$ cat src/verilog/sdr_pkg.sv
package sdr_pkg;

   // ****************************************************************
   // Strap levels and thresholds
   // ****************************************************************
   // Four strap levels, ordered from lowest to highest pin voltage
   typedef enum logic [1:0] {LVL_L, LVL_R, LVL_F, LVL_H} sdr_lvl_e;

   // Comparator decision points in percent of supply_voltage
   localparam int THR_L_R_PCT = 20;
   localparam int THR_R_F_PCT = 50;
   localparam int THR_F_H_PCT = 80;
   // Open pin bias point in percent of supply_voltage (2/3)
   localparam int FLOAT_BIAS_PCT = 67;

   // Comparator vector bit positions
   localparam int CMP_LR = 0;
   localparam int CMP_RF = 1;
   localparam int CMP_FH = 2;

   // Default number of matching samples before a strap level is taken
   localparam int STRAP_FILT_LEN = 4;

   // ****************************************************************
   // Register map (byte addresses)
   // ****************************************************************
   localparam logic [3:0] REG_CTRL = 4'h0;
   localparam logic [3:0] REG_STATUS = 4'h4;
   localparam logic [3:0] REG_EVENT = 4'h8;
   localparam logic [3:0] REG_ID = 4'hC;

   // Control register fields
   localparam int CTRL_IN_OVR_EN = 0;
   localparam int CTRL_IN_OVR_SEC = 1;
   localparam int CTRL_FAN_OVR_EN = 2;
   localparam int CTRL_FAN_A_EN = 3;
   localparam int CTRL_FAN_B_EN = 4;
   localparam int CTRL_LOOP_OVR_EN = 5;
   localparam int CTRL_LOOP_EN = 6;
   localparam int CTRL_STAT_SEL_LO = 8;
   localparam int CTRL_W = 10;
   localparam logic [CTRL_W-1:0] CTRL_RESET = 10'h000;

   // Status pin sources
   localparam logic [1:0] STAT_SEL_LOCK = 2'h0;
   localparam logic [1:0] STAT_SEL_CD = 2'h1;
   localparam logic [1:0] STAT_SEL_IRQ = 2'h2;

   // Event register fields
   localparam int EVT_LOCK_LOST = 0;
   localparam int EVT_CD_LOST = 1;
   localparam int EVT_PS_ENTER = 2;
   localparam int EVT_W = 3;

   // Identification value, arbitrary
   localparam logic [31:0] ID_DEFAULT = 32'h0000_5A01;

endpackage : sdr_pkg

$ cat src/verilog/sdr_top.sv
// Contract
// - Input and fan-out strap pins resolve to L, R, F or H at 0.2/0.5/0.8 supply; loop-through only to L or H.
// - An open strap pin decodes as float, the default for every strap.
// - Input strap H or F picks primary coax, R or L picks secondary.
// - Register override bits can select either coax input regardless of pin.
// - Fan-out strap H disables both, F or L enables A, R enables both.
// - Loop-through strap high disables the coax loop output, low enables it.
// - Power-save is entered automatically when the selected input has no carrier.
// - Enable pin low forces power-save regardless of carrier.
// - One status output selectable as lock, carrier detect or interrupt.
// - Reclocked data fans out to three outputs, each gated by its enable.
// - Reclocker needs no reference clock; lock comes from recovered data.
// - Returning carrier makes the device leave power-save by itself.
// - Carrier detect and register access stay active in power-save.
`timescale 1ns/1ps

module sdr_top #(
   parameter int FILT_LEN = sdr_pkg::STRAP_FILT_LEN,
   parameter logic [31:0] ID_VALUE = sdr_pkg::ID_DEFAULT
) (
   // Clock and reset
   input wire logic I_CLK_SYS,
   input wire logic I_RESETN,
   // Avalon-MM slave
   input wire logic [3:0] I_AVS_ADDRESS,
   input wire logic I_AVS_READ,
   input wire logic I_AVS_WRITE,
   input wire logic [31:0] I_AVS_WRITEDATA,
   input wire logic [3:0] I_AVS_BYTEENABLE,
   output logic [31:0] O_AVS_READDATA,
   output logic O_AVS_WAITREQUEST,
   // Strap comparators, bit 0/1/2 at 0.2/0.5/0.8 of supply
   input wire logic [2:0] I_IN_SEL_STRAP_CMP,
   input wire logic [2:0] I_FANOUT_STRAP_CMP,
   input wire logic I_LOOP_THROUGH_ENABLE_STRAP,
   input wire logic I_ENABLE,
   // Analog front end status
   input wire logic I_CD_PRIMARY,
   input wire logic I_CD_SECONDARY,
   input wire logic I_CDR_LOCK,
   input wire logic I_RECLK_DATA,
   // Routing and outputs
   output logic O_IN_SEL_SECONDARY,
   output logic O_POWER_SAVE,
   output logic O_DIFF_OUTPUT_A,
   output logic O_DIFF_OUTPUT_B,
   output logic O_COAX_LOOP_OUTPUT,
   output logic O_STATUS_PIN
);

   localparam int NSTRAP = 3;

   sdr_pkg::sdr_lvl_e lvl [NSTRAP];
   logic [2:0] strap_cmp [NSTRAP];
   logic [3:0] async1_q;
   logic [3:0] async2_q;
   logic en_s;
   logic cd_pri_s;
   logic cd_sec_s;
   logic lock_s;
   logic data1_q;
   logic data2_q;
   logic [sdr_pkg::CTRL_W-1:0] ctrl_q;
   logic [sdr_pkg::EVT_W-1:0] evt_q;
   logic [sdr_pkg::EVT_W-1:0] evt_set;
   logic [sdr_pkg::EVT_W-1:0] evt_clr;
   logic in_sec_q;
   logic en_a_q;
   logic en_b_q;
   logic en_loop_q;
   logic ps_q;
   logic lock_prev_q;
   logic cd_prev_q;
   logic cd_sel;
   logic irq;
   logic [1:0] stat_sel;
   logic wait_q;
   logic req;
   logic wr_take;
   logic [31:0] rdata_q;
   logic [31:0] status_word;

   // ****************************************************************
   // Strap decode
   // ****************************************************************
   assign strap_cmp[0] = I_IN_SEL_STRAP_CMP;
   assign strap_cmp[1] = I_FANOUT_STRAP_CMP;
   assign strap_cmp[2] = {3{I_LOOP_THROUGH_ENABLE_STRAP}};

   // One filter per strap pin
   generate
      for (genvar g = 0; g < NSTRAP; g++)
      begin : g_strap
         sdr_strap_filt #(
            .FILT_LEN(FILT_LEN)
         ) u_filt (
            .i_clk(I_CLK_SYS),
            .i_rst_n(I_RESETN),
            .i_cmp(strap_cmp[g]),
            .o_level(lvl[g])
         );
      end
   endgenerate

   // ****************************************************************
   // Pin synchronizers
   // ****************************************************************
   // Enable, carrier detects and lock pass two flops
   always_ff @(posedge I_CLK_SYS or negedge I_RESETN)
   begin
      if (!I_RESETN)
      begin
         async1_q <= 4'h0;
         async2_q <= 4'h0;
      end
      else
      begin
         async1_q <= {I_CDR_LOCK, I_CD_SECONDARY, I_CD_PRIMARY, I_ENABLE};
         async2_q <= async1_q;
      end
   end

   assign en_s = async2_q[0];
   assign cd_pri_s = async2_q[1];
   assign cd_sec_s = async2_q[2];
   assign lock_s = async2_q[3];

   // Reclocked data synchronizer
   always_ff @(posedge I_CLK_SYS or negedge I_RESETN)
   begin
      if (!I_RESETN)
      begin
         data1_q <= 1'b0;
         data2_q <= 1'b0;
      end
      else
      begin
         data1_q <= I_RECLK_DATA;
         data2_q <= data1_q;
      end
   end

   // ****************************************************************
   // Routing selection
   // ****************************************************************
   // Override bits win only while their enable bit is set
   always_ff @(posedge I_CLK_SYS or negedge I_RESETN)
   begin
      if (!I_RESETN)
      begin
         in_sec_q <= 1'b0;
         en_a_q <= 1'b1;
         en_b_q <= 1'b0;
         en_loop_q <= 1'b1;
      end
      else
      begin
         if (ctrl_q[sdr_pkg::CTRL_IN_OVR_EN])
            in_sec_q <= ctrl_q[sdr_pkg::CTRL_IN_OVR_SEC];
         else
            in_sec_q <= (lvl[0] == sdr_pkg::LVL_R) || (lvl[0] == sdr_pkg::LVL_L);
         if (ctrl_q[sdr_pkg::CTRL_FAN_OVR_EN])
         begin
            en_a_q <= ctrl_q[sdr_pkg::CTRL_FAN_A_EN];
            en_b_q <= ctrl_q[sdr_pkg::CTRL_FAN_B_EN];
         end
         else
         begin
            en_a_q <= (lvl[1] != sdr_pkg::LVL_H);
            en_b_q <= (lvl[1] == sdr_pkg::LVL_R);
         end
         if (ctrl_q[sdr_pkg::CTRL_LOOP_OVR_EN])
            en_loop_q <= ctrl_q[sdr_pkg::CTRL_LOOP_EN];
         else
            en_loop_q <= (lvl[2] != sdr_pkg::LVL_H);
      end
   end

   // ****************************************************************
   // Power save
   // ****************************************************************
   // Carrier detect stays live in power-save
   assign cd_sel = in_sec_q ? cd_sec_s : cd_pri_s;

   // No carrier or enable low puts the device to sleep, carrier wakes it
   always_ff @(posedge I_CLK_SYS or negedge I_RESETN)
   begin
      if (!I_RESETN)
         ps_q <= 1'b1;
      else
         ps_q <= !en_s || !cd_sel;
   end

   // ****************************************************************
   // Fan-out
   // ****************************************************************
   // Each output carries reclocked data only while enabled and awake
   always_ff @(posedge I_CLK_SYS or negedge I_RESETN)
   begin
      if (!I_RESETN)
      begin
         O_DIFF_OUTPUT_A <= 1'b0;
         O_DIFF_OUTPUT_B <= 1'b0;
         O_COAX_LOOP_OUTPUT <= 1'b0;
      end
      else
      begin
         O_DIFF_OUTPUT_A <= data2_q && en_a_q && !ps_q;
         O_DIFF_OUTPUT_B <= data2_q && en_b_q && !ps_q;
         O_COAX_LOOP_OUTPUT <= data2_q && en_loop_q && !ps_q;
      end
   end

   // Routing flags to pins
   always_ff @(posedge I_CLK_SYS or negedge I_RESETN)
   begin
      if (!I_RESETN)
      begin
         O_IN_SEL_SECONDARY <= 1'b0;
         O_POWER_SAVE <= 1'b1;
      end
      else
      begin
         O_IN_SEL_SECONDARY <= in_sec_q;
         O_POWER_SAVE <= ps_q;
      end
   end

   // ****************************************************************
   // Events and status pin
   // ****************************************************************
   always_ff @(posedge I_CLK_SYS or negedge I_RESETN)
   begin
      if (!I_RESETN)
      begin
         lock_prev_q <= 1'b0;
         cd_prev_q <= 1'b0;
      end
      else
      begin
         lock_prev_q <= lock_s;
         cd_prev_q <= cd_sel;
      end
   end

   assign evt_set[sdr_pkg::EVT_LOCK_LOST] = lock_prev_q && !lock_s;
   assign evt_set[sdr_pkg::EVT_CD_LOST] = cd_prev_q && !cd_sel;
   assign evt_set[sdr_pkg::EVT_PS_ENTER] = !ps_q && (!en_s || !cd_sel);
   assign evt_clr = (wr_take && (I_AVS_ADDRESS == sdr_pkg::REG_EVENT) && I_AVS_BYTEENABLE[0])
      ? I_AVS_WRITEDATA[sdr_pkg::EVT_W-1:0] : '0;

   // Sticky events, write one to clear, a new event beats the clear
   always_ff @(posedge I_CLK_SYS or negedge I_RESETN)
   begin
      if (!I_RESETN)
         evt_q <= '0;
      else
         evt_q <= (evt_q & ~evt_clr) | evt_set;
   end

   assign irq = |evt_q;
   assign stat_sel = ctrl_q[sdr_pkg::CTRL_STAT_SEL_LO +: 2];

   // Status pin source picked by software
   always_ff @(posedge I_CLK_SYS or negedge I_RESETN)
   begin
      if (!I_RESETN)
         O_STATUS_PIN <= 1'b0;
      else
      begin
         case (stat_sel)
            sdr_pkg::STAT_SEL_LOCK: O_STATUS_PIN <= lock_s;
            sdr_pkg::STAT_SEL_CD: O_STATUS_PIN <= cd_sel;
            sdr_pkg::STAT_SEL_IRQ: O_STATUS_PIN <= irq;
            default: O_STATUS_PIN <= 1'b0;
         endcase
      end
   end

   // ****************************************************************
   // Avalon-MM slave
   // ****************************************************************
   assign req = I_AVS_READ || I_AVS_WRITE;
   assign wr_take = I_AVS_WRITE && !wait_q;

   // One wait cycle per access, served in power-save as well
   always_ff @(posedge I_CLK_SYS or negedge I_RESETN)
   begin
      if (!I_RESETN)
         wait_q <= 1'b1;
      else
         wait_q <= !(req && wait_q);
   end

   assign status_word = {18'h00000, ps_q, lock_s, cd_sel, in_sec_q,
      en_loop_q, en_b_q, en_a_q, 1'b0, lvl[2], lvl[1], lvl[0]};

   // Read data captured in the wait cycle
   always_ff @(posedge I_CLK_SYS or negedge I_RESETN)
   begin
      if (!I_RESETN)
         rdata_q <= 32'h0000_0000;
      else if (I_AVS_READ && wait_q)
      begin
         case (I_AVS_ADDRESS)
            sdr_pkg::REG_CTRL: rdata_q <= {22'h000000, ctrl_q};
            sdr_pkg::REG_STATUS: rdata_q <= status_word;
            sdr_pkg::REG_EVENT: rdata_q <= {29'h00000000, evt_q};
            sdr_pkg::REG_ID: rdata_q <= ID_VALUE;
            default: rdata_q <= 32'h0000_0000;
         endcase
      end
   end

   // Control register with byte lanes
   always_ff @(posedge I_CLK_SYS or negedge I_RESETN)
   begin
      if (!I_RESETN)
         ctrl_q <= sdr_pkg::CTRL_RESET;
      else if (wr_take && (I_AVS_ADDRESS == sdr_pkg::REG_CTRL))
      begin
         if (I_AVS_BYTEENABLE[0])
            ctrl_q[7:0] <= I_AVS_WRITEDATA[7:0];
         if (I_AVS_BYTEENABLE[1])
            ctrl_q[9:8] <= I_AVS_WRITEDATA[9:8];
      end
   end

   assign O_AVS_READDATA = rdata_q;
   assign O_AVS_WAITREQUEST = wait_q;
endmodule : sdr_top

$ cat src/verilog/sdr_strap_filt.sv
`timescale 1ns/1ps

module sdr_strap_filt #(
   parameter int FILT_LEN = sdr_pkg::STRAP_FILT_LEN
) (
   // Clock and reset
   input wire logic i_clk,
   input wire logic i_rst_n,
   // Raw comparator outputs from the pin
   input wire logic [2:0] i_cmp,
   // Filtered level
   output sdr_pkg::sdr_lvl_e o_level
);

   localparam int CW = $clog2(FILT_LEN + 1);

   logic [2:0] sync1_q;
   logic [2:0] sync2_q;
   sdr_pkg::sdr_lvl_e cand_d;
   sdr_pkg::sdr_lvl_e cand_q;
   sdr_pkg::sdr_lvl_e level_q;
   logic [CW-1:0] cnt_q;

   // ****************************************************************
   // Synchronizer
   // ****************************************************************
   // Two flops before any decode
   always_ff @(posedge i_clk or negedge i_rst_n)
   begin
      if (!i_rst_n)
      begin
         sync1_q <= 3'h0;
         sync2_q <= 3'h0;
      end
      else
      begin
         sync1_q <= i_cmp;
         sync2_q <= sync1_q;
      end
   end

   // Thresholds at 0.2, 0.5 and 0.8 of supply resolve to one of four levels
   always_comb
   begin
      if (sync2_q[sdr_pkg::CMP_FH])
         cand_d = sdr_pkg::LVL_H;
      else if (sync2_q[sdr_pkg::CMP_RF])
         cand_d = sdr_pkg::LVL_F;
      else if (sync2_q[sdr_pkg::CMP_LR])
         cand_d = sdr_pkg::LVL_R;
      else
         cand_d = sdr_pkg::LVL_L;
   end

   // ****************************************************************
   // Consecutive-sample filter
   // ****************************************************************
   // Level only moves after FILT_LEN + 1 equal samples; open pin reads float
   always_ff @(posedge i_clk or negedge i_rst_n)
   begin
      if (!i_rst_n)
      begin
         cand_q <= sdr_pkg::LVL_F;
         level_q <= sdr_pkg::LVL_F;
         cnt_q <= '0;
      end
      else
      begin
         cand_q <= cand_d;
         if (cand_d != cand_q)
            cnt_q <= '0;
         else if (cnt_q != CW'(FILT_LEN - 1))
            cnt_q <= cnt_q + 1'b1;
         else
            level_q <= cand_q;
      end
   end

   assign o_level = level_q;
endmodule : sdr_strap_filt

$ cat config.mk
export PLATFORM = sky130hd
export DESIGN_NAME = sdr_top
export DESIGN_NICKNAME = d
export VERILOG_FILES = /design/src/verilog/sdr_pkg.sv /design/src/verilog/sdr_top.sv /design/src/verilog/sdr_strap_filt.sv
export SDC_FILE = /design/constraint.sdc
export NUM_CORES = 1
export LEC_CHECK = 0
export BUFFER_PORTS_ARGS = -buffer_cell sky130_fd_sc_hd__buf_2
export CORE_MARGIN = 10
export CORE_UTILIZATION = 50
export CTS_CLUSTER_SIZE = 14
export DETAILED_ROUTE_END_ITERATION = 10
export PLACE_DENSITY = 0.87
export REMOVE_ABC_BUFFERS = 1
export SLEW_MARGIN = 0
export SYNTH_ARGS = -nofsm -noshare
export SYNTH_HDL_FRONTEND = slang
export SYNTH_SLANG_ARGS = --single-unit
$ cat constraint.sdc
create_clock -name I_CLK_SYS -period 2.4 [get_ports I_CLK_SYS]
set_input_delay 0.12 -clock I_CLK_SYS [delete_from_list [all_inputs] [get_ports I_CLK_SYS]]
set_output_delay 0.12 -clock I_CLK_SYS [all_outputs]
set_load 0.02 [all_outputs]
==> results of run 1 <==
[registers in the layout, summed over array words and instances, names as in the netlist, 3 cells and up]
signal and count:
O_AVS_READDATA 15, ctrl_q 10, g_strap.u_filt.cnt_q 9, g_strap.u_filt.sync1_q 7, g_strap.u_filt.sync2_q 7, g_strap.u_filt.cand_q 6, g_strap.u_filt.o_level 6, async1_q 4
async2_q 4, evt_q 3
[per-layer routing]
layer / track usage / routed length, um
met4: 0.0598 / 111
met5: 0 / 0
met1: 0.156 / 3110
met3: 0.0479 / 472
met2: 0.205 / 3400
[worst paths after layout]
| check | start | endpoint | slack (ns) | depth (start not counted) |
|---|---|---|---|---|
| worst max-delay path | g_strap[2].u_filt.cnt_q[0] | g_strap[2].u_filt.o_level[0] | 0.77 | 5 |
| worst min-delay path | I_AVS_WRITEDATA[4] | ctrl_q[4] | 0.01 | 2 |
| worst max register to register | g_strap[2].u_filt.cnt_q[0] | g_strap[2].u_filt.o_level[0] | 0.77 | 5 |
| worst min register to register | g_strap[2].u_filt.sync1_q[0] | g_strap[2].u_filt.sync2_q[0] | 0.35 | 0 |
| max in group asynchronous | I_RESETN | ctrl_q[6] | 1.24 | 2 |
| min in group asynchronous | I_RESETN | async1_q[2] | 0.49 | 2 |
[power by group through the flow]
stage / Sequential (W) / Clock (W) / Combinational, W
6_report: 0.00166 / 0.000949 / 0.000352
5_1_grt: 0.00167 / 0.00104 / 0.000394
4_1_cts: 0.00166 / 0.000971 / 0.000356
3_5_place_dp: 0.00168 / 0 / 0.000330
3_3_place_gp: 0.00167 / 0 / 0.000316
2_1_floorplan: 0.00169 / 0 / 0.000173
[critical path: stages, from the launching register on]
cell     delay, ns
dfrtp_1       0.37
ha_1          0.16
ha_1          0.30
or3b_2        0.49
a21oi_1       0.15
nor2_1        0.05
[stage by stage]
stage | util | cell area [um^2] | worst slack (ns) | std cells | hold slack [ns]
after global placement | 0.561 | 3880 | 0.832 | 439 | 0.228
after floorplan | - | 3480 | 0.863 | 289 | -0.176
after global routing | 0.614 | 4240 | 0.692 | 473 | 0.00535
after detailed placement | 0.561 | 3880 | 0.777 | 439 | 0.229
after CTS | 0.614 | 4240 | 0.763 | 472 | 0.00234
final | 0.614 | 4240 | 0.774 | 473 | 0.0112
[logic make-up after synthesis]
| logic type | synth area share |
|---|---|
| xor gates and xnor gates | 0.0122 |
| and+or+nand+nor | 0.129 |
| muxes | 0.0689 |
| AOI/OAI and AO/OA | 0.0988 |
| DFF | 0.609 |
| buffers and inverters | 0.0598 |
| adders and majority gates | 0.0209 |
| other | 0.00104 |
[synthesized netlist by cell type, drive strengths merged, types with 4 or more instances]
library cell,count,area share
nor3,7,0.0097
nor2,19,0.020
a211oi,5,0.010
a22o,4,0.0097
o31ai,7,0.015
dfstp,11,0.080
a21oi,9,0.013
and2,5,0.0087
mux2,14,0.044
nand2,25,0.026
buf,21,0.042
nand3,7,0.0097
ha,6,0.021
mux2i,9,0.025
inv,11,0.011
clkbuf,6,0.0066
o21ai,14,0.019
dfrtp,76,0.53
[final cells by class]
cell class / instances / area share
sequential: 87 / 0.517
multi-input combinational: 191 / 0.295
timing repair buffer: 72 / 0.107
clock buffer: 11 / 0.0310
tap: 96 / 0.0283
clock inverter: 4 / 0.0118
inverter: 11 / 0.00973
antenna: 1 / 0.000590
[what timing repair did]
action | 4_1_cts | 5_1_grt
endpoints found under the setup margin | 0 | 0
endpoints found under the hold margin | 66 | 0
hold buffers | 18 | 0
==> flow_summary.json, run 1 <==
{
  "multi_input_area_mm2": 0.00125,
  "cp-end-kind": "flip-flop",
  "max_freq_mhz": 615,
  "overflow": 0,
  "ir_drop_mv": 0.541,
  "ys_types": 47,
  "worstPathArrival_ns": 1.86,
  "grt_max_degree": 88,
  "p_comb_frac": 0.119,
  "status": "completed",
  "drc": 0,
  "tightestPinTransition_ns": 1.02,
  "wire_per_inst_um": 15.0,
  "drt-initial-drc-count": 84,
  "grt_pass1_vias": 2518,
  "area_delta_synth_final_pct": 18.0,
  "synth-seq-cells": 87,
  "skew_ns": 0.00876,
  "finalSetupViolations": 0,
  "drv_cap": 0,
  "avgViaCountPerCell": 5.02,
  "final_common_cell": "dfrtp_1",
  "io_buffers": 53,
  "fp.dieH_um": 105,
  "antenna_left": 0,
  "cts_tree": "built",
  "gp_congestion": 0.834,
  "hold_violations": 0,
  "grt_use_total": 0.130,
  "required_ns": 2.63,
  "cp_max_fo": 7,
  "max-slew-margin-rel": 0.318,
  "antenna_found_initial": 1,
  "p_int_w": 0.00220,
  "clockBufferDepth": 2,
  "die-area_mm2": 0.0110,
  "synth_cells": 300,
  "cts-root-buf": "clkbuf_8",
  "powerDensity_mw_per_mm2": 697,
  "drv_slew": 0,
  "total_leakage_power_nw": 2.00,
  "cts_resized": 0,
  "vias": 2375,
  "p_switching_w": 0.000757,
  "hp-class": "in -> reg",
  "async_flop_share": 1.00,
  "switching_share": 0.256,
  "io_pins": 95,
  "core_mm2": 0.00691,
  "synth_ff_type": "dfrtp_1",
  "critical_path_class": "reg -> reg",
  "dpl.hpwl_um": 5060,
  "fillers": 572,
  "clkPwrFrac": 0.321,
  "die_w_um": 105,
  "syn_avg_cell_area_um2": 12.0,
  "setup_tns_ns": 0,
  "min_period_over_period": 0.678,
  "finalPower_w": 0.00296,
  "postCtsSetupBuffers": 0,
  "first_pass_iters": 4,
  "num_rows": 30,
  "initial_core_util": 0.521,
  "h-tree-depth": 3,
  "yosysWarnings": 0,
  "synth_edf_count": 0,
  "layout_common_cells": "dfrtp_1 (76), buf_2 (52), nand2_1 (25)",
  "syn-cell-area_mm2": 0.00360,
  "fin_crit_ns": 1.63,
  "cts-buffers-inserted": 9,
  "clock_latency_ns": 0.35,
  "clk_pin_slew_worst_paths_ns": 0.08,
  "grt_pass1_wl_um": 11800,
  "nets": 434,
  "clock-sinks": 87,
  "seq_power_share": 0.560,
  "rsz0062_at_grt": "no",
  "startpoint_type": "flip-flop",
  "routed_wl_um": 7090,
  "regArea_mm2": 0.00219,
  "drive_above_1_share": 0.239,
  "seq_area_frac_synth": 0.609
}
No activity file was read; power rests on OpenSTA's default activity.
==> inputs of run 2 (changes only) <==
--- a/config.mk
+++ b/config.mk
@@ -7,10 +7,10 @@
 export LEC_CHECK = 0
 export BUFFER_PORTS_ARGS = -buffer_cell sky130_fd_sc_hd__buf_2
 export CORE_MARGIN = 10
-export CORE_UTILIZATION = 50
+export CORE_UTILIZATION = 47
 export CTS_CLUSTER_SIZE = 14
 export DETAILED_ROUTE_END_ITERATION = 10
-export PLACE_DENSITY = 0.87
+export PLACE_DENSITY = 0.86
 export REMOVE_ABC_BUFFERS = 1
 export SLEW_MARGIN = 0
 export SYNTH_ARGS = -nofsm -noshare
==> constraint.sdc (replaced) <==
create_clock -name I_CLK_SYS -period 1.45 [get_ports I_CLK_SYS]
set_input_delay 0.0725 -clock I_CLK_SYS [delete_from_list [all_inputs] [get_ports I_CLK_SYS]]
set_output_delay 0.0725 -clock I_CLK_SYS [all_outputs]
set_load 0.02 [all_outputs]
==> run 2 against run 1 <==
  * Worst hold slack better by 0.18 ns
  * Final area is 8.6% higher
  * Register-to-register slack worse by 0.73 ns
  * Clock skew is 0.00053 ns lower
  * Clock-buffer cell count is 1 lower
  * Setup slack worse by 0.73 ns
  * Power is 86% higher
  * Via count is 5.6% higher
  * Sequential power is 64% higher
  * Critical path type unchanged
==> flow_summary.json, run 2 (same netlist as run 1, synthesis figures left out) <==
{
  "drv_cap": 0,
  "gp_congestion": 0.875,
  "grt_pass1_vias": 2668,
  "hp-class": "in -> async",
  "avgViaCountPerCell": 4.97,
  "antenna_left": 0,
  "drt-initial-drc-count": 116,
  "top_layer": "met4",
  "grt_max_degree": 37,
  "setup_ws_ns": 0.0439,
  "first_pass_iters": 4,
  "die_w_um": 107,
  "clock_latency_ns": 0.36,
  "drv_slew": 0,
  "rsz0062_at_grt": "yes",
  "dr_wl_met3_um": 546,
  "wire_per_inst_um": 15.7,
  "post-place-ws_ns": -0.0355,
  "dpl.hpwl_um": 5690,
  "clock-sinks": 87,
  "fin_crit_ns": 1.41,
  "core_mm2": 0.00733,
  "largest_reg_flops": 15,
  "total_leakage_power_nw": 2.20,
  "required_ns": 1.76,
  "startpoint_type": "flip-flop",
  "h-tree-depth": 3,
  "finalSetupViolations": 0,
  "wl_met2_um": 3880,
  "nets": 462,
  "cts_tree": "built",
  "finalPower_w": 0.00549,
  "worstPathArrival_ns": 1.71,
  "die-area_mm2": 0.0115,
  "max_freq_mhz": 711,
  "ir_drop_mv": 0.770,
  "io_pins": 95,
  "grt_pass1_wl_um": 13000,
  "clk_pin_slew_worst_paths_ns": 0.09,
  "cp-startpoint": "g_strap[1].u_filt.sync2_q[2]",
  "fin_util": 0.628,
  "area_delta_synth_final_pct": 28.1,
  "antenna_found_initial": 0,
  "min_period_over_period": 0.970,
  "drive_above_1_share": 0.304,
  "grt_use_total": 0.143,
  "hold_violations": 0,
  "skew_ns": 0.00823,
  "initial_core_util": 0.491,
  "num_antenna_cells": 0,
  "final_common_cell": "dfrtp_1",
  "powerDensity_mw_per_mm2": 1190,
  "cp-end-kind": "flip-flop",
  "drc": 0,
  "cts-root-buf": "clkbuf_8",
  "layout_common_cells": "dfrtp_1 (75), buf_2 (52), nand2_1 (25), dlygate4sd3_1 (25), buf_4 (21)",
  "overflow": 0,
  "worstReg2RegStart": "g_strap[1].u_filt.sync2_q[2]",
  "num_rows": 31,
  "critical_path_class": "reg -> reg",
  "vias": 2507,
  "cts-buffers-inserted": 9,
  "fp.dieH_um": 107,
  "met1_length_um": 3300,
  "clockBufferDepth": 2,
  "status": "completed",
  "cp_max_fo": 9,
  "routed_wl_um": 7900,
  "io_buffers": 53
}
## run 2: cell types whose count changed in the layout (fill, tap and decap cells not counted), sizes merged, moves of 2 or more
cell	before	now
dlygate4sd3	18	25
bufinv	1	3
buf	54	75
clkinvlp	2	0
## run 2: metal layers
| layer | vias to the layer above | global-route usage |
|---|---|---|
| met5 | - | 0 |
| met3 | 13 | 0.0377 |
| li1 | 1209 | - |
| met4 | 0 | 0.0773 |
| met1 | 1213 | 0.169 |
| met2 | 72 | 0.233 |
## run 2: final cells by class
class	count	area, um^2
clock inverters	6	116
repair buffers	100	699
inverters	11	41.3
fillers	529	2720
well taps	99	124
clock buffers	10	138
multi-input cells	191	1300
flip-flops and latches	87	2190
## run 2: report_power, final
| group | internal [W] | total (W) | switching [W] | leakage, nW |
|---|---|---|---|---|
| logic | 0.000313 | 0.000690 | 0.000377 | 1.01 |
| registers | 0.00261 | 0.00273 | 0.000122 | 1.06 |
| clock network | 0.00120 | 0.00207 | 0.000867 | 0.127 |
## run 2: path summary, 6_finish.rpt
kind	cells after the start	slack, ns	endpoint
hold reg to reg	0	0.35	g_strap[0].u_filt.sync2_q[2]
setup reg to reg	3	0.04	g_strap[1].u_filt.o_level[1]
setup / recovery	3	0.04	g_strap[1].u_filt.o_level[1]
max in group asynchronous	3	0.65	g_strap[2].u_filt.o_level[1]
hold / removal	2	0.19	async2_q[2]
min in group I_CLK_SYS	4	0.21	O_AVS_READDATA[12]
## run 2: metrics by stage
step	instance area, um^2	hold WS (ns)	setup TNS [ns]	instances
2_1_floorplan	3480	-0.223	-0.701	289
3_3_place_gp	4040	0.0434	0	461
3_5_place_dp	4040	0.0440	-0.184	461
4_1_cts	4550	0.191	0	502
5_1_grt	4610	0.209	-0.0114	504
6_report	4610	0.195	0	504
## run 2: critical path, cell delays in order (launching register included)
cell,delay [ns]
dfrtp_2,0.48
or3b_2,0.47
a21boi_0,0.24
o22a_1,0.17
## run 2: repair_timing
| item | in CTS | in global routing |
|---|---|---|
| hold endpoints to repair | 75 | 0 |
| endpoints found under the setup margin | 9 | 22 |
| hold buffers | 25 | 0 |
| setup buffers | 0 | 2 |
| resized for setup | 2 | 12 |
